$ cat src/cfr_pkg.sv
// Purpose: Shared constants and types for the core register and flow unit
// Assumes: One machine-cycle clock drives the whole unit
// Notes:   Vector values are locations in program space, not their contents
package cfr_pkg;

	// ----------------------------------------------------------------
	// Widths and depths
	// ----------------------------------------------------------------
	localparam int unsigned IP_W        = 12;
	localparam int unsigned DATA_W      = 8;
	localparam int unsigned STACK_LVLS  = 6;
	localparam int unsigned DEPTH_W     = 3;

	// ----------------------------------------------------------------
	// Data-space offsets
	// ----------------------------------------------------------------
	localparam logic [7:0] ADDR_PTR_ONE  = 8'h80;
	localparam logic [7:0] ADDR_PTR_TWO  = 8'h81;
	localparam logic [7:0] ADDR_SD_ONE   = 8'h82;
	localparam logic [7:0] ADDR_SD_SEC   = 8'h83;
	localparam logic [7:0] ADDR_SUM      = 8'hFF;

	// ----------------------------------------------------------------
	// Reset values
	// ----------------------------------------------------------------
	localparam logic [7:0]  REG_RST      = 8'h00;
	localparam logic [11:0] RESET_VECTOR = 12'hFFE;
	localparam logic [11:0] IP_RST       = 12'h000;
	localparam logic [2:0]  DEPTH_RST    = 3'h0;

	// ----------------------------------------------------------------
	// Execution contexts, Gray coded along normal -> irq -> nmi
	// ----------------------------------------------------------------
	typedef enum logic [1:0] {
		CTX_NORMAL = 2'h0,
		CTX_IRQ    = 2'h1,
		CTX_NMI    = 2'h3
	} cfr_ctx_e;

endpackage : cfr_pkg

$ cat src/cfr_stack_if.sv
// Purpose: Carrier between the flow unit and its return stack
// Assumes: Push and pop are never raised in the same cycle
// Notes:   Depth saturates inside the stack module
interface cfr_stack_if #(
	parameter int unsigned IP_W    = 12,
	parameter int unsigned DEPTH_W = 3
);
	logic               push;
	logic               pop;
	logic [IP_W-1:0]    push_addr;
	logic [IP_W-1:0]    top_addr;
	logic [DEPTH_W-1:0] depth;
	logic               empty;
	logic               full;

	modport core  (output push, pop, push_addr, input top_addr, depth, empty, full);
	modport stack (input push, pop, push_addr, output top_addr, depth, empty, full);
endinterface : cfr_stack_if

$ cat src/cfr_core.sv
// Purpose: Core registers, program counter, context flags and return stack
// Assumes: One flow request class wins per cycle by fixed priority
// Notes:   Relative branch offset is two's complement, sign extended

module cfr_core #(
	parameter int unsigned IP_W     = cfr_pkg::IP_W,
	parameter int unsigned DATA_W   = cfr_pkg::DATA_W,
	parameter int unsigned LVLS     = cfr_pkg::STACK_LVLS,
	parameter int unsigned DEPTH_W  = cfr_pkg::DEPTH_W
) (
	input  wire logic                clk,
	input  wire logic                reset_n,
	// Data-space access
	input  wire logic [7:0]          ds_addr,
	input  wire logic                ds_wr,
	input  wire logic                ds_rd,
	input  wire logic [DATA_W-1:0]   ds_wdata,
	output logic      [DATA_W-1:0]   ds_rdata,
	output logic                     ds_hit,
	// Sum register load from the ALU
	input  wire logic                sum_load,
	input  wire logic [DATA_W-1:0]   sum_value,
	// Program flow requests
	input  wire logic                step,
	input  wire logic                jump_instr,
	input  wire logic                subroutine_invoke,
	input  wire logic [IP_W-1:0]     target_addr,
	input  wire logic                branch,
	input  wire logic [DATA_W-1:0]   branch_offset,
	input  wire logic                irq_take,
	input  wire logic [IP_W-1:0]     irq_vector,
	input  wire logic                nmi_take,
	input  wire logic [IP_W-1:0]     nmi_vector,
	input  wire logic                sub_exit,
	input  wire logic                irq_exit,
	// Flag updates in the active context
	input  wire logic                arith_upd,
	input  wire logic                arith_carry,
	input  wire logic                logic_upd,
	input  wire logic                result_zero,
	input  wire logic                bit_test,
	input  wire logic                tested_bit,
	// Status
	output logic      [IP_W-1:0]     instruction_pointer,
	output logic                     active_carry,
	output logic                     active_zero,
	output logic      [1:0]          context_code,
	output logic      [DEPTH_W-1:0]  stack_depth,
	output logic      [DATA_W-1:0]   pointer_one_out,
	output logic      [DATA_W-1:0]   pointer_two_out
);

	// ----------------------------------------------------------------
	// Elaboration checks
	// ----------------------------------------------------------------
	if (IP_W < 2 || IP_W > 16) begin : g_bad_ip
		$error("cfr_core: IP_W out of range");
	end
	if (DATA_W < 2 || DATA_W >= IP_W) begin : g_bad_data
		$error("cfr_core: DATA_W must stay below IP_W for the offset extension");
	end
	if (LVLS < 2 || LVLS >= (1 << DEPTH_W)) begin : g_bad_lvls
		$error("cfr_core: LVLS must be at least 2 and fit DEPTH_W");
	end

	// ----------------------------------------------------------------
	// Data-space registers
	// ----------------------------------------------------------------
	logic [DATA_W-1:0] sum_q;
	logic [DATA_W-1:0] ptr_one_q;
	logic [DATA_W-1:0] ptr_two_q;
	logic [DATA_W-1:0] sd_one_q;
	logic [DATA_W-1:0] sd_sec_q;
	logic [DATA_W-1:0] rdata_q;
	logic              hit_q;

	// Address decode
	wire sel_sum     = (ds_addr == cfr_pkg::ADDR_SUM);
	wire sel_ptr_one = (ds_addr == cfr_pkg::ADDR_PTR_ONE);
	wire sel_ptr_two = (ds_addr == cfr_pkg::ADDR_PTR_TWO);
	wire sel_sd_one  = (ds_addr == cfr_pkg::ADDR_SD_ONE);
	wire sel_sd_sec  = (ds_addr == cfr_pkg::ADDR_SD_SEC);
	wire sel_any     = sel_sum | sel_ptr_one | sel_ptr_two | sel_sd_one | sel_sd_sec;

	// Read mux; unmapped addresses read zero and drop the hit flag
	wire [DATA_W-1:0] rd_mux =
		sel_sum     ? sum_q     :
		sel_ptr_one ? ptr_one_q :
		sel_ptr_two ? ptr_two_q :
		sel_sd_one  ? sd_one_q  :
		sel_sd_sec  ? sd_sec_q  : '0;

	// A bus write to the sum register wins over an ALU load that cycle
	wire [DATA_W-1:0] sum_d = (ds_wr && sel_sum) ? ds_wdata :
	                          sum_load           ? sum_value : sum_q;

	always_ff @(posedge clk or negedge reset_n) begin
		if (!reset_n) begin
			sum_q <= cfr_pkg::REG_RST;
		end else begin
			sum_q <= sum_d;
		end
	end

	// Pointer and short direct registers, written like any data location
	always_ff @(posedge clk or negedge reset_n) begin
		if (!reset_n) begin
			ptr_one_q <= cfr_pkg::REG_RST;
			ptr_two_q <= cfr_pkg::REG_RST;
			sd_one_q  <= cfr_pkg::REG_RST;
			sd_sec_q  <= cfr_pkg::REG_RST;
		end else if (ds_wr) begin
			if (sel_ptr_one) ptr_one_q <= ds_wdata;
			if (sel_ptr_two) ptr_two_q <= ds_wdata;
			if (sel_sd_one)  sd_one_q  <= ds_wdata;
			if (sel_sd_sec)  sd_sec_q  <= ds_wdata;
		end
	end

	// Registered read answer, one cycle after the read strobe
	always_ff @(posedge clk or negedge reset_n) begin
		if (!reset_n) begin
			rdata_q <= '0;
			hit_q   <= 1'b0;
		end else if (ds_rd) begin
			rdata_q <= rd_mux;
			hit_q   <= sel_any;
		end
	end

	// Read answer and pointer taps come straight from registers
	assign ds_rdata        = rdata_q;
	assign ds_hit          = hit_q;
	assign pointer_one_out = ptr_one_q;
	assign pointer_two_out = ptr_two_q;

	// ----------------------------------------------------------------
	// Return stack
	// ----------------------------------------------------------------
	cfr_stack_if #(.IP_W(IP_W), .DEPTH_W(DEPTH_W)) sif ();

	cfr_ret_stack #(
		.IP_W    (IP_W),
		.LVLS    (LVLS),
		.DEPTH_W (DEPTH_W)
	) u_stack (
		.clk     (clk),
		.reset_n (reset_n),
		.sif     (sif)
	);

	// ----------------------------------------------------------------
	// Flow priority: nmi, irq, call, jump, branch, return, step
	// ----------------------------------------------------------------
	logic [IP_W-1:0] ip_q;
	logic [IP_W-1:0] ip_d;

	// At most one class acts per cycle, so push and pop never meet
	wire do_nmi    = nmi_take;
	wire do_irq    = irq_take & ~do_nmi;
	wire do_call   = subroutine_invoke & ~nmi_take & ~irq_take;
	wire do_jump   = jump_instr & ~nmi_take & ~irq_take & ~subroutine_invoke;
	wire any_hi    = nmi_take | irq_take | subroutine_invoke | jump_instr;
	wire do_branch = branch & ~any_hi;
	wire any_ret   = sub_exit | irq_exit;
	wire do_ret    = any_ret & ~any_hi & ~branch;
	wire do_step   = step & ~any_hi & ~branch & ~any_ret;

	// Branch adder: pointer plus sign extended offset
	wire [IP_W-1:0] offs_ext = {{(IP_W-DATA_W){branch_offset[DATA_W-1]}}, branch_offset};
	wire [IP_W-1:0] ip_sum   = ip_q + offs_ext;
	wire [IP_W-1:0] ip_inc   = ip_q + 1'b1;

	// Return on an empty stack falls through to the next instruction
	wire [IP_W-1:0] ret_addr = sif.empty ? ip_inc : sif.top_addr;

	assign ip_d =
		do_nmi    ? nmi_vector  :
		do_irq    ? irq_vector  :
		do_call   ? target_addr :
		do_jump   ? target_addr :
		do_branch ? ip_sum      :
		do_ret    ? ret_addr    :
		do_step   ? ip_inc      : ip_q;

	// Current pointer enters the first level on call or interrupt
	assign sif.push      = do_nmi | do_irq | do_call;
	assign sif.pop       = do_ret;
	assign sif.push_addr = ip_q;

	// Reset loads the reset vector location
	always_ff @(posedge clk or negedge reset_n) begin
		if (!reset_n) begin
			ip_q <= IP_W'(cfr_pkg::RESET_VECTOR);
		end else begin
			ip_q <= ip_d;
		end
	end

	// Pointer and depth outputs leave flip-flops directly

	assign instruction_pointer = ip_q;
	assign stack_depth         = sif.depth;

	// ----------------------------------------------------------------
	// Execution context with one saved predecessor for the nmi level only
	// ----------------------------------------------------------------
	cfr_pkg::cfr_ctx_e ctx_q;
	cfr_pkg::cfr_ctx_e ctx_d;
	cfr_pkg::cfr_ctx_e nmi_prev_q;
	cfr_pkg::cfr_ctx_e nmi_prev_d;
	wire               ret_irq = do_ret & irq_exit;

	// Nmi entry from normal or irq remembers which pair was active before it
	always_comb begin
		ctx_d      = ctx_q;
		nmi_prev_d = nmi_prev_q;
		if (do_nmi) begin
			ctx_d      = cfr_pkg::CTX_NMI;
			nmi_prev_d = (ctx_q == cfr_pkg::CTX_NMI) ? nmi_prev_q : ctx_q;
			// A maskable request inside any interrupt keeps the context
		end else if (do_irq && ctx_q == cfr_pkg::CTX_NORMAL) begin
			ctx_d = cfr_pkg::CTX_IRQ;
		end else if (ret_irq) begin
			unique case (ctx_q)
				cfr_pkg::CTX_NMI: ctx_d = nmi_prev_q;
				cfr_pkg::CTX_IRQ: ctx_d = cfr_pkg::CTX_NORMAL;
				cfr_pkg::CTX_NORMAL: ctx_d = cfr_pkg::CTX_NORMAL;
				default: ctx_d = cfr_pkg::CTX_NMI;
			endcase
		end
	end

	// Reset selects the non-maskable context first
	always_ff @(posedge clk or negedge reset_n) begin
		if (!reset_n) begin
			ctx_q      <= cfr_pkg::CTX_NMI;
			nmi_prev_q <= cfr_pkg::CTX_NORMAL;
		end else begin
			ctx_q      <= ctx_d;
			nmi_prev_q <= nmi_prev_d;
		end
	end

	// Code is the enum value itself: 00 normal, 01 irq, 11 nmi
	assign context_code = ctx_q;

	// ----------------------------------------------------------------
	// Three carry/zero pairs; only the active pair is ever written
	// ----------------------------------------------------------------
	localparam cfr_pkg::cfr_ctx_e CTX_OF [3] = '{cfr_pkg::CTX_NORMAL,
	                                            cfr_pkg::CTX_IRQ,
	                                            cfr_pkg::CTX_NMI};
	wire [2:0] carry_v;  // One carry per context, normal first
	wire [2:0] zero_v;

	// Bit test takes priority over an arithmetic carry in the same cycle
	wire c_upd = bit_test | arith_upd;
	wire c_val = bit_test ? tested_bit : arith_carry;
	wire z_upd = arith_upd | logic_upd;

	// Each pair lives in its own flip-flops so no vector has two writers
	for (genvar k = 0; k < 3; k++) begin : g_pair
		wire  own = (ctx_q == CTX_OF[k]);
		logic c_q;
		logic z_q;
		always_ff @(posedge clk or negedge reset_n) begin
			if (!reset_n) begin
				c_q <= 1'b0;
				z_q <= 1'b0;
			end else begin
				if (own && c_upd) c_q <= c_val;
				if (own && z_upd) z_q <= result_zero;
			end
		end
		assign carry_v[k] = c_q;
		assign zero_v[k]  = z_q;
	end

	// Active pair follows the context and drives the carry and zero outputs
	wire [1:0] act_idx = (ctx_q == cfr_pkg::CTX_NORMAL) ? 2'h0 :
	                     (ctx_q == cfr_pkg::CTX_IRQ)    ? 2'h1 : 2'h2;
	assign active_carry = carry_v[act_idx];
	assign active_zero  = zero_v[act_idx];

endmodule : cfr_core

$ cat src/cfr_ret_stack.sv
// Purpose: Six-level hardware return stack with a saturating fill count
// Assumes: Caller never pushes and pops in the same cycle
// Notes:   Levels are registers, so the top address leaves a flip-flop
module cfr_ret_stack #(
	parameter int unsigned IP_W    = 12,
	parameter int unsigned LVLS    = 6,
	parameter int unsigned DEPTH_W = 3
) (
	input  wire logic clk,
	input  wire logic reset_n,
	cfr_stack_if.stack sif
);

	// ----------------------------------------------------------------
	// Elaboration checks
	// ----------------------------------------------------------------
	if (LVLS < 2 || LVLS >= (1 << DEPTH_W)) begin : g_bad_depth
		$error("cfr_ret_stack: LVLS must be at least 2 and fit DEPTH_W");
	end

	logic [IP_W-1:0]    lvl_q [LVLS];
	logic [DEPTH_W-1:0] depth_q;
	logic [DEPTH_W-1:0] depth_d;

	// ----------------------------------------------------------------
	// Level shift: push moves down, oldest falls off the bottom
	// ----------------------------------------------------------------
	for (genvar i = 0; i < LVLS; i++) begin : g_lvl
		logic [IP_W-1:0] below;
		logic [IP_W-1:0] above;
		if (i == LVLS - 1) begin : g_last
			assign below = lvl_q[i];  // Bottom keeps its value on pop
		end else begin : g_mid
			assign below = lvl_q[i+1];
		end
		if (i == 0) begin : g_first
			assign above = sif.push_addr;
		end else begin : g_rest
			assign above = lvl_q[i-1];
		end
		always_ff @(posedge clk or negedge reset_n) begin
			if (!reset_n) begin
				lvl_q[i] <= {IP_W{1'b0}};
			end else if (sif.push) begin
				lvl_q[i] <= above;
			end else if (sif.pop && !sif.empty) begin
				lvl_q[i] <= below;
			end
		end
	end

	// ----------------------------------------------------------------
	// Fill count saturates at zero and at the level count
	// ----------------------------------------------------------------
	assign sif.full  = (depth_q == DEPTH_W'(LVLS));
	assign sif.empty = (depth_q == '0);
	assign depth_d   = (sif.push && !sif.full)  ? depth_q + 1'b1 :
	                   (sif.pop  && !sif.empty) ? depth_q - 1'b1 : depth_q;

	always_ff @(posedge clk or negedge reset_n) begin
		if (!reset_n) begin
			depth_q <= '0;
		end else begin
			depth_q <= depth_d;
		end
	end

	assign sif.top_addr = lvl_q[0];
	assign sif.depth    = depth_q;

endmodule : cfr_ret_stack

$ cat config.mk
export PLATFORM = sky130hd
export DESIGN_NAME = cfr_core
export DESIGN_NICKNAME = d
export VERILOG_FILES = /design/src/cfr_pkg.sv /design/src/cfr_stack_if.sv /design/src/cfr_core.sv /design/src/cfr_ret_stack.sv
export SDC_FILE = /design/constraint.sdc
export NUM_CORES = 1
export LEC_CHECK = 0
export ABC_AREA = 1
export BUFFER_PORTS_ARGS = -buffer_cell sky130_fd_sc_hd__buf_2
export CAP_MARGIN = 20
export CORE_ASPECT_RATIO = 2
export CORE_MARGIN = 2
export CORE_UTILIZATION = 51
export CTS_BUF_LIST = sky130_fd_sc_hd__clkbuf_16
export DETAILED_ROUTE_END_ITERATION = 8
export GPL_ROUTABILITY_DRIVEN = 1
export PLACE_DENSITY = 0.73
export SLEW_MARGIN = 10
export SYNTH_ARGS = -nofsm -noshare
export SYNTH_HDL_FRONTEND = slang
export SYNTH_SLANG_ARGS = --single-unit
$ cat constraint.sdc
create_clock -name clk -period 2.6 [get_ports clk]
set_input_delay 0.13 -clock clk [delete_from_list [all_inputs] [get_ports clk]]
set_output_delay 0.13 -clock clk [all_outputs]
set_load 0.02 [all_outputs]
==> summary.md <==
| Metric | Value |
|---|---|
| Synth Area in XOR/XNOR | `0.762%` |
| Synthesis-to-finish area growth | `18.9%` |
| Cell with the biggest individual delay on the critical path | `dfrtp_1` |
| Sequential share of the synthesized area | `45.6%` |
| Layout Utilization | `61.3%` |
| Combinational family with the most area after synthesis | `simple AND/OR/NAND/NOR gates` |
| Cell at the root of the clock tree | `clkbuf_16` |
| P per Cell Area | `697 mW/mm2` |
| Worst min-delay path startpoint | `irq_vector[6]` |
| Final setup violation count | `0` |
| Diodes inserted | `0` |
| Total half-perimeter wirelength after legalization and detailed placement | `roughly 15 mm` |
| Compound-gate portion of the synthesized area | `about 18%` |
| Cell Area, Synth | `0.00805 mm2` |
| # resized after CTS | `0` |
| Number of nets in the final layout | `1271` |
| Reg-to-reg critical path endpoint | `instruction_pointer[6]` |
| Post-Synth Adder-Cell Area | `2.36%` |
| Data arrival time of the worst path | `2.46 ns` |
| Pin count of the biggest net entering global routing | `124` |
| Number of synthesized register bits | `146` |
| Via count of the first global-routing pass | `7069` |
| # Max-Cap Violations | `0` |
| Detail-routed via count per cell | `5.43` |
| Worst Path Class, Setup | `reg2reg` |
| Number of design-rule violations left by the first detailed-router iteration | `542` |
| Setup repair after global routing missed its margin | `false` |
| Max Buffers Root-to-Sink | `2` |
| Endpoint type of the worst setup path | `flop` |
| Maximum fanout along the worst path | `9` |
| Post-Synthesis Cells | `between 1000 and 1500` |
| IR Drop Worst-Case VDD | `approximately 0.00048 V` |
| Slew HR | `a little under half` |
| Wire length of the first global-routing pass | `34.2 mm` |
| Number of buffer and inverter stages on the critical path | `2` |
| Core Rows | `65` |
| Critical path cell sequence | `ha_1, inv_1, fa_1, inv_1, nand3_1, nand3_1, nand2_1, nand3b_1, nand3_1, nand3_1, nand2_1, a21oi_1` |
| Vertical die dimension | `182 um` |
| Clock tree from TritonCTS | `built` |
| Worst Hold Path Cells | `3` |
| Number of clock sinks seen by CTS | `146` |
| Result of the run | `finished, final reports clean` |
| DRC violations left | `0` |
| Achievable frequency | `0.474 GHz` |
| Number of library cell types mapped by synthesis | `43` |
| CTS buffer count | `17` |
| Final number of max-transition violations | `0` |
| Final weighted congestion in routability-driven placement | `0.951` |
| Startpoint Class | `flop` |
| Die area | `0.0169 mm2` |
| Aggregate routed wire length | `20.9 mm` |
| Data required time at the worst endpoint | `2.95 ns` |
| R2R Setup Slk | `0.49 ns` |
| Synth Area per Inst | `7.71 um2` |
| Die outline width | `~93 um` |
| Cell occurring most often along the worst timing path | `nand3_1` |
| Clock input transition at the sequential cells of the worst setup and hold paths | `0.06 ns` |
| Leakage power total | `approximately 0.0048 uW` |
| Tot GR Track Use | `25.4%` |
| Clk Latency, worst-skew pair | `0.42 ns` |
| Starting density of the core | `51.5%` |
| Post-route clock skew | `0.00742 ns` |
| Slowest stage delay, CP | `0.49 ns` |
| Startpoint of the lowest-slack register-to-register path | `instruction_pointer[0]` |
| Portion of netlist area occupied by mux cells | `0.264%` |
| Number of ports placed on the die boundary | `131` |
| Filler Cells Inserted | `1446` |
| Post-route clock period utilization | `81.2%` |
| Remaining global-route overflow | `0` |
| Post-Syn Nets | `1144` |
| Worst Max-Slew Pin Slew | `0.782 ns` |
| Count of vias placed by the detailed router | `7516` |
| Fraction of final layout cells with drive strength greater than 1 | `17.2%` |
| Setup fix buffers added after clock tree synthesis | `0` |
| Setup_tns | `0 ns` |
| H-tree lvl count | `4` |
| Post-synthesis simple-gate area fraction | `24.4%` |
| Number of port buffers | `130` |
| Antenna violations before repair | `0` |
| Endpoint of the worst hold-timing path | `instruction_pointer[6]` |
| Post-layout minimum cycle time | `between 2 and 2.5 ns` |
| Wire per inst | `roughly 15 um` |
| Area of the core region | `~0.016 mm2` |
| Count of cells along the worst register-to-register path | `12` |
| Min-Delay Path Class | `in2reg` |
| Detail Route Antenna Nets | `0` |
| Final number of hold-violating endpoints | `0` |
| Family of cells with the greatest summed delay on the critical path | `simple AND/OR/NAND/NOR gates` |
| Count of yosys warnings during synthesis | `0` |
| Detailed Routing Iterations Pass 1 | `5` |
==> what timing repair did <==
action,in CTS,in global routing
hold endpoints to repair,84,0
hold buffers,12,0
setup endpoints to repair,0,0
==> stage by stage <==
| stage | setup slack [ns] | instances | hold slack (ns) | cell area (um2) | total power (uW) |
|---|---|---|---|---|---|
| 2_1_floorplan | 0.634 | 1043 | -0.166 | 8050 | 3760 |
| 3_3_place_gp | 0.580 | 1340 | 0.256 | 8860 | 4170 |
| 3_5_place_dp | 0.500 | 1340 | 0.245 | 8860 | 4220 |
| 4_1_cts | 0.487 | 1383 | 0.0176 | 9570 | 6730 |
| 5_1_grt | 0.233 | 1383 | 0.0424 | 9570 | 7070 |
| 6_report | 0.490 | 1383 | 0.0339 | 9570 | 6670 |
==> kinds of logic after synthesis <==
| group | after synthesis |
|---|---|
| simple gates | 459 |
| compound gates | 240 |
| buf+inv | 175 |
| flops | 146 |
| fa+ha+maj | 14 |
| xor+xnor | 7 |
| mux | 2 |
==> state kept, by name, summed over array words and instances (netlist names) <==
| register | flops |
|---|---|
| context_code | 2 |
| ds_hit | 1 |
| ds_rdata | 8 |
| g_pair.c_q | 3 |
| g_pair.z_q | 3 |
| instruction_pointer | 12 |
| nmi_prev_q | 2 |
| pointer_one_out | 8 |
| pointer_two_out | 8 |
| sd_one_q | 8 |
| sd_sec_q | 8 |
| sum_q | 8 |
| u_stack.g_lvl.below | 60 |
| u_stack.sif.depth | 3 |
| u_stack.sif.top_addr | 12 |
==> per-layer routing <==
metal	vias to the layer above	routed length, um	GRT usage [%]
met5	-	0	0
met4	0	506	8.18
met3	33	823	3.86
met2	196	10600	42.8
met1	3567	8930	33.6
li1	3720	-	-
==> area by class of cell <==
cell class                      count  area (um2)  share of cell area [%]
Sequential cell                   146        3670                    38.3
Multi-Input combinational cell    722        3650                    38.2
Timing Repair Buffer              155         925                    9.66
Inverter                          128         480                    5.02
Clock buffer                       17         425                    4.45
Tap cell                          201         251                    2.63
Clock inverter                     14         164                    1.71
==> cell usage in the layout (no fill, tap or decap), types with 6 or more instances in the layout <==
cell / netlist / layout
nand3b_1: 6 / 6
dlygate4sd3_1: 0 / 12
inv_1: 123 / 125
nand3_1: 78 / 78
o21ai_1: 13 / 13
buf_2: 21 / 129
nor2_1: 84 / 84
ha_1: 12 / 12
buf_4: 4 / 9
o211ai_1: 48 / 48
dfrtp_1: 133 / 133
nand4_1: 11 / 11
dfstp_2: 13 / 13
o21ai_0: 106 / 106
a21oi_1: 35 / 35
a31oi_1: 18 / 18
clkbuf_16: 0 / 17
nand2_1: 263 / 263
a221oi_1: 9 / 9
==> tightest hold or removal path: stages <==
cell	delay [ns]
buf_2	0.08
a221oi_1	0.06
a21oi_1	0.14
==> Yosys cell counts, drive strengths merged <==
cell	n	area (um2)
a211oi	2	15.0
a21oi	35	175
a221oi	9	78.8
a22o	3	26.3
a22oi	1	7.51
a31oi	18	113
buf	31	188
clkbuf	16	60.1
clkinv	1	3.75
dfrtp	133	3330
dfstp	13	342
fa	2	40.0
ha	12	150
inv	127	477
mux2	1	11.3
mux2i	1	10.0
nand2	268	1030
nand3	80	418
nand3b	6	45.0
nand4	11	68.8
nor2	88	359
nor3	4	30.0
nor4	1	6.26
o211ai	48	360
o21ai	119	596
o22a	4	35.0
o31ai	1	7.51
or2	1	6.26
xnor2	4	35.0
xor2	3	26.3
==> report_power, final <==
group,internal (uW),switching (uW)
sequential,2630,228
combinational,511,826
clock,1500,969
==> how the worst max path moves through the flow <==
stage / end / depth (start not counted) / startpoint / slack [ns]
after floorplan: instruction_pointer[6] / 12 / instruction_pointer[0] / 0.63
after CTS: instruction_pointer[6] / 12 / instruction_pointer[0] / 0.49
after global placement: instruction_pointer[8] / 10 / instruction_pointer[5] / 0.58
final: instruction_pointer[6] / 12 / instruction_pointer[0] / 0.49
after detailed placement: instruction_pointer[6] / 12 / instruction_pointer[0] / 0.50
after global routing: instruction_pointer[6] / 12 / instruction_pointer[0] / 0.23
Power figures use the tool's default switching activity.
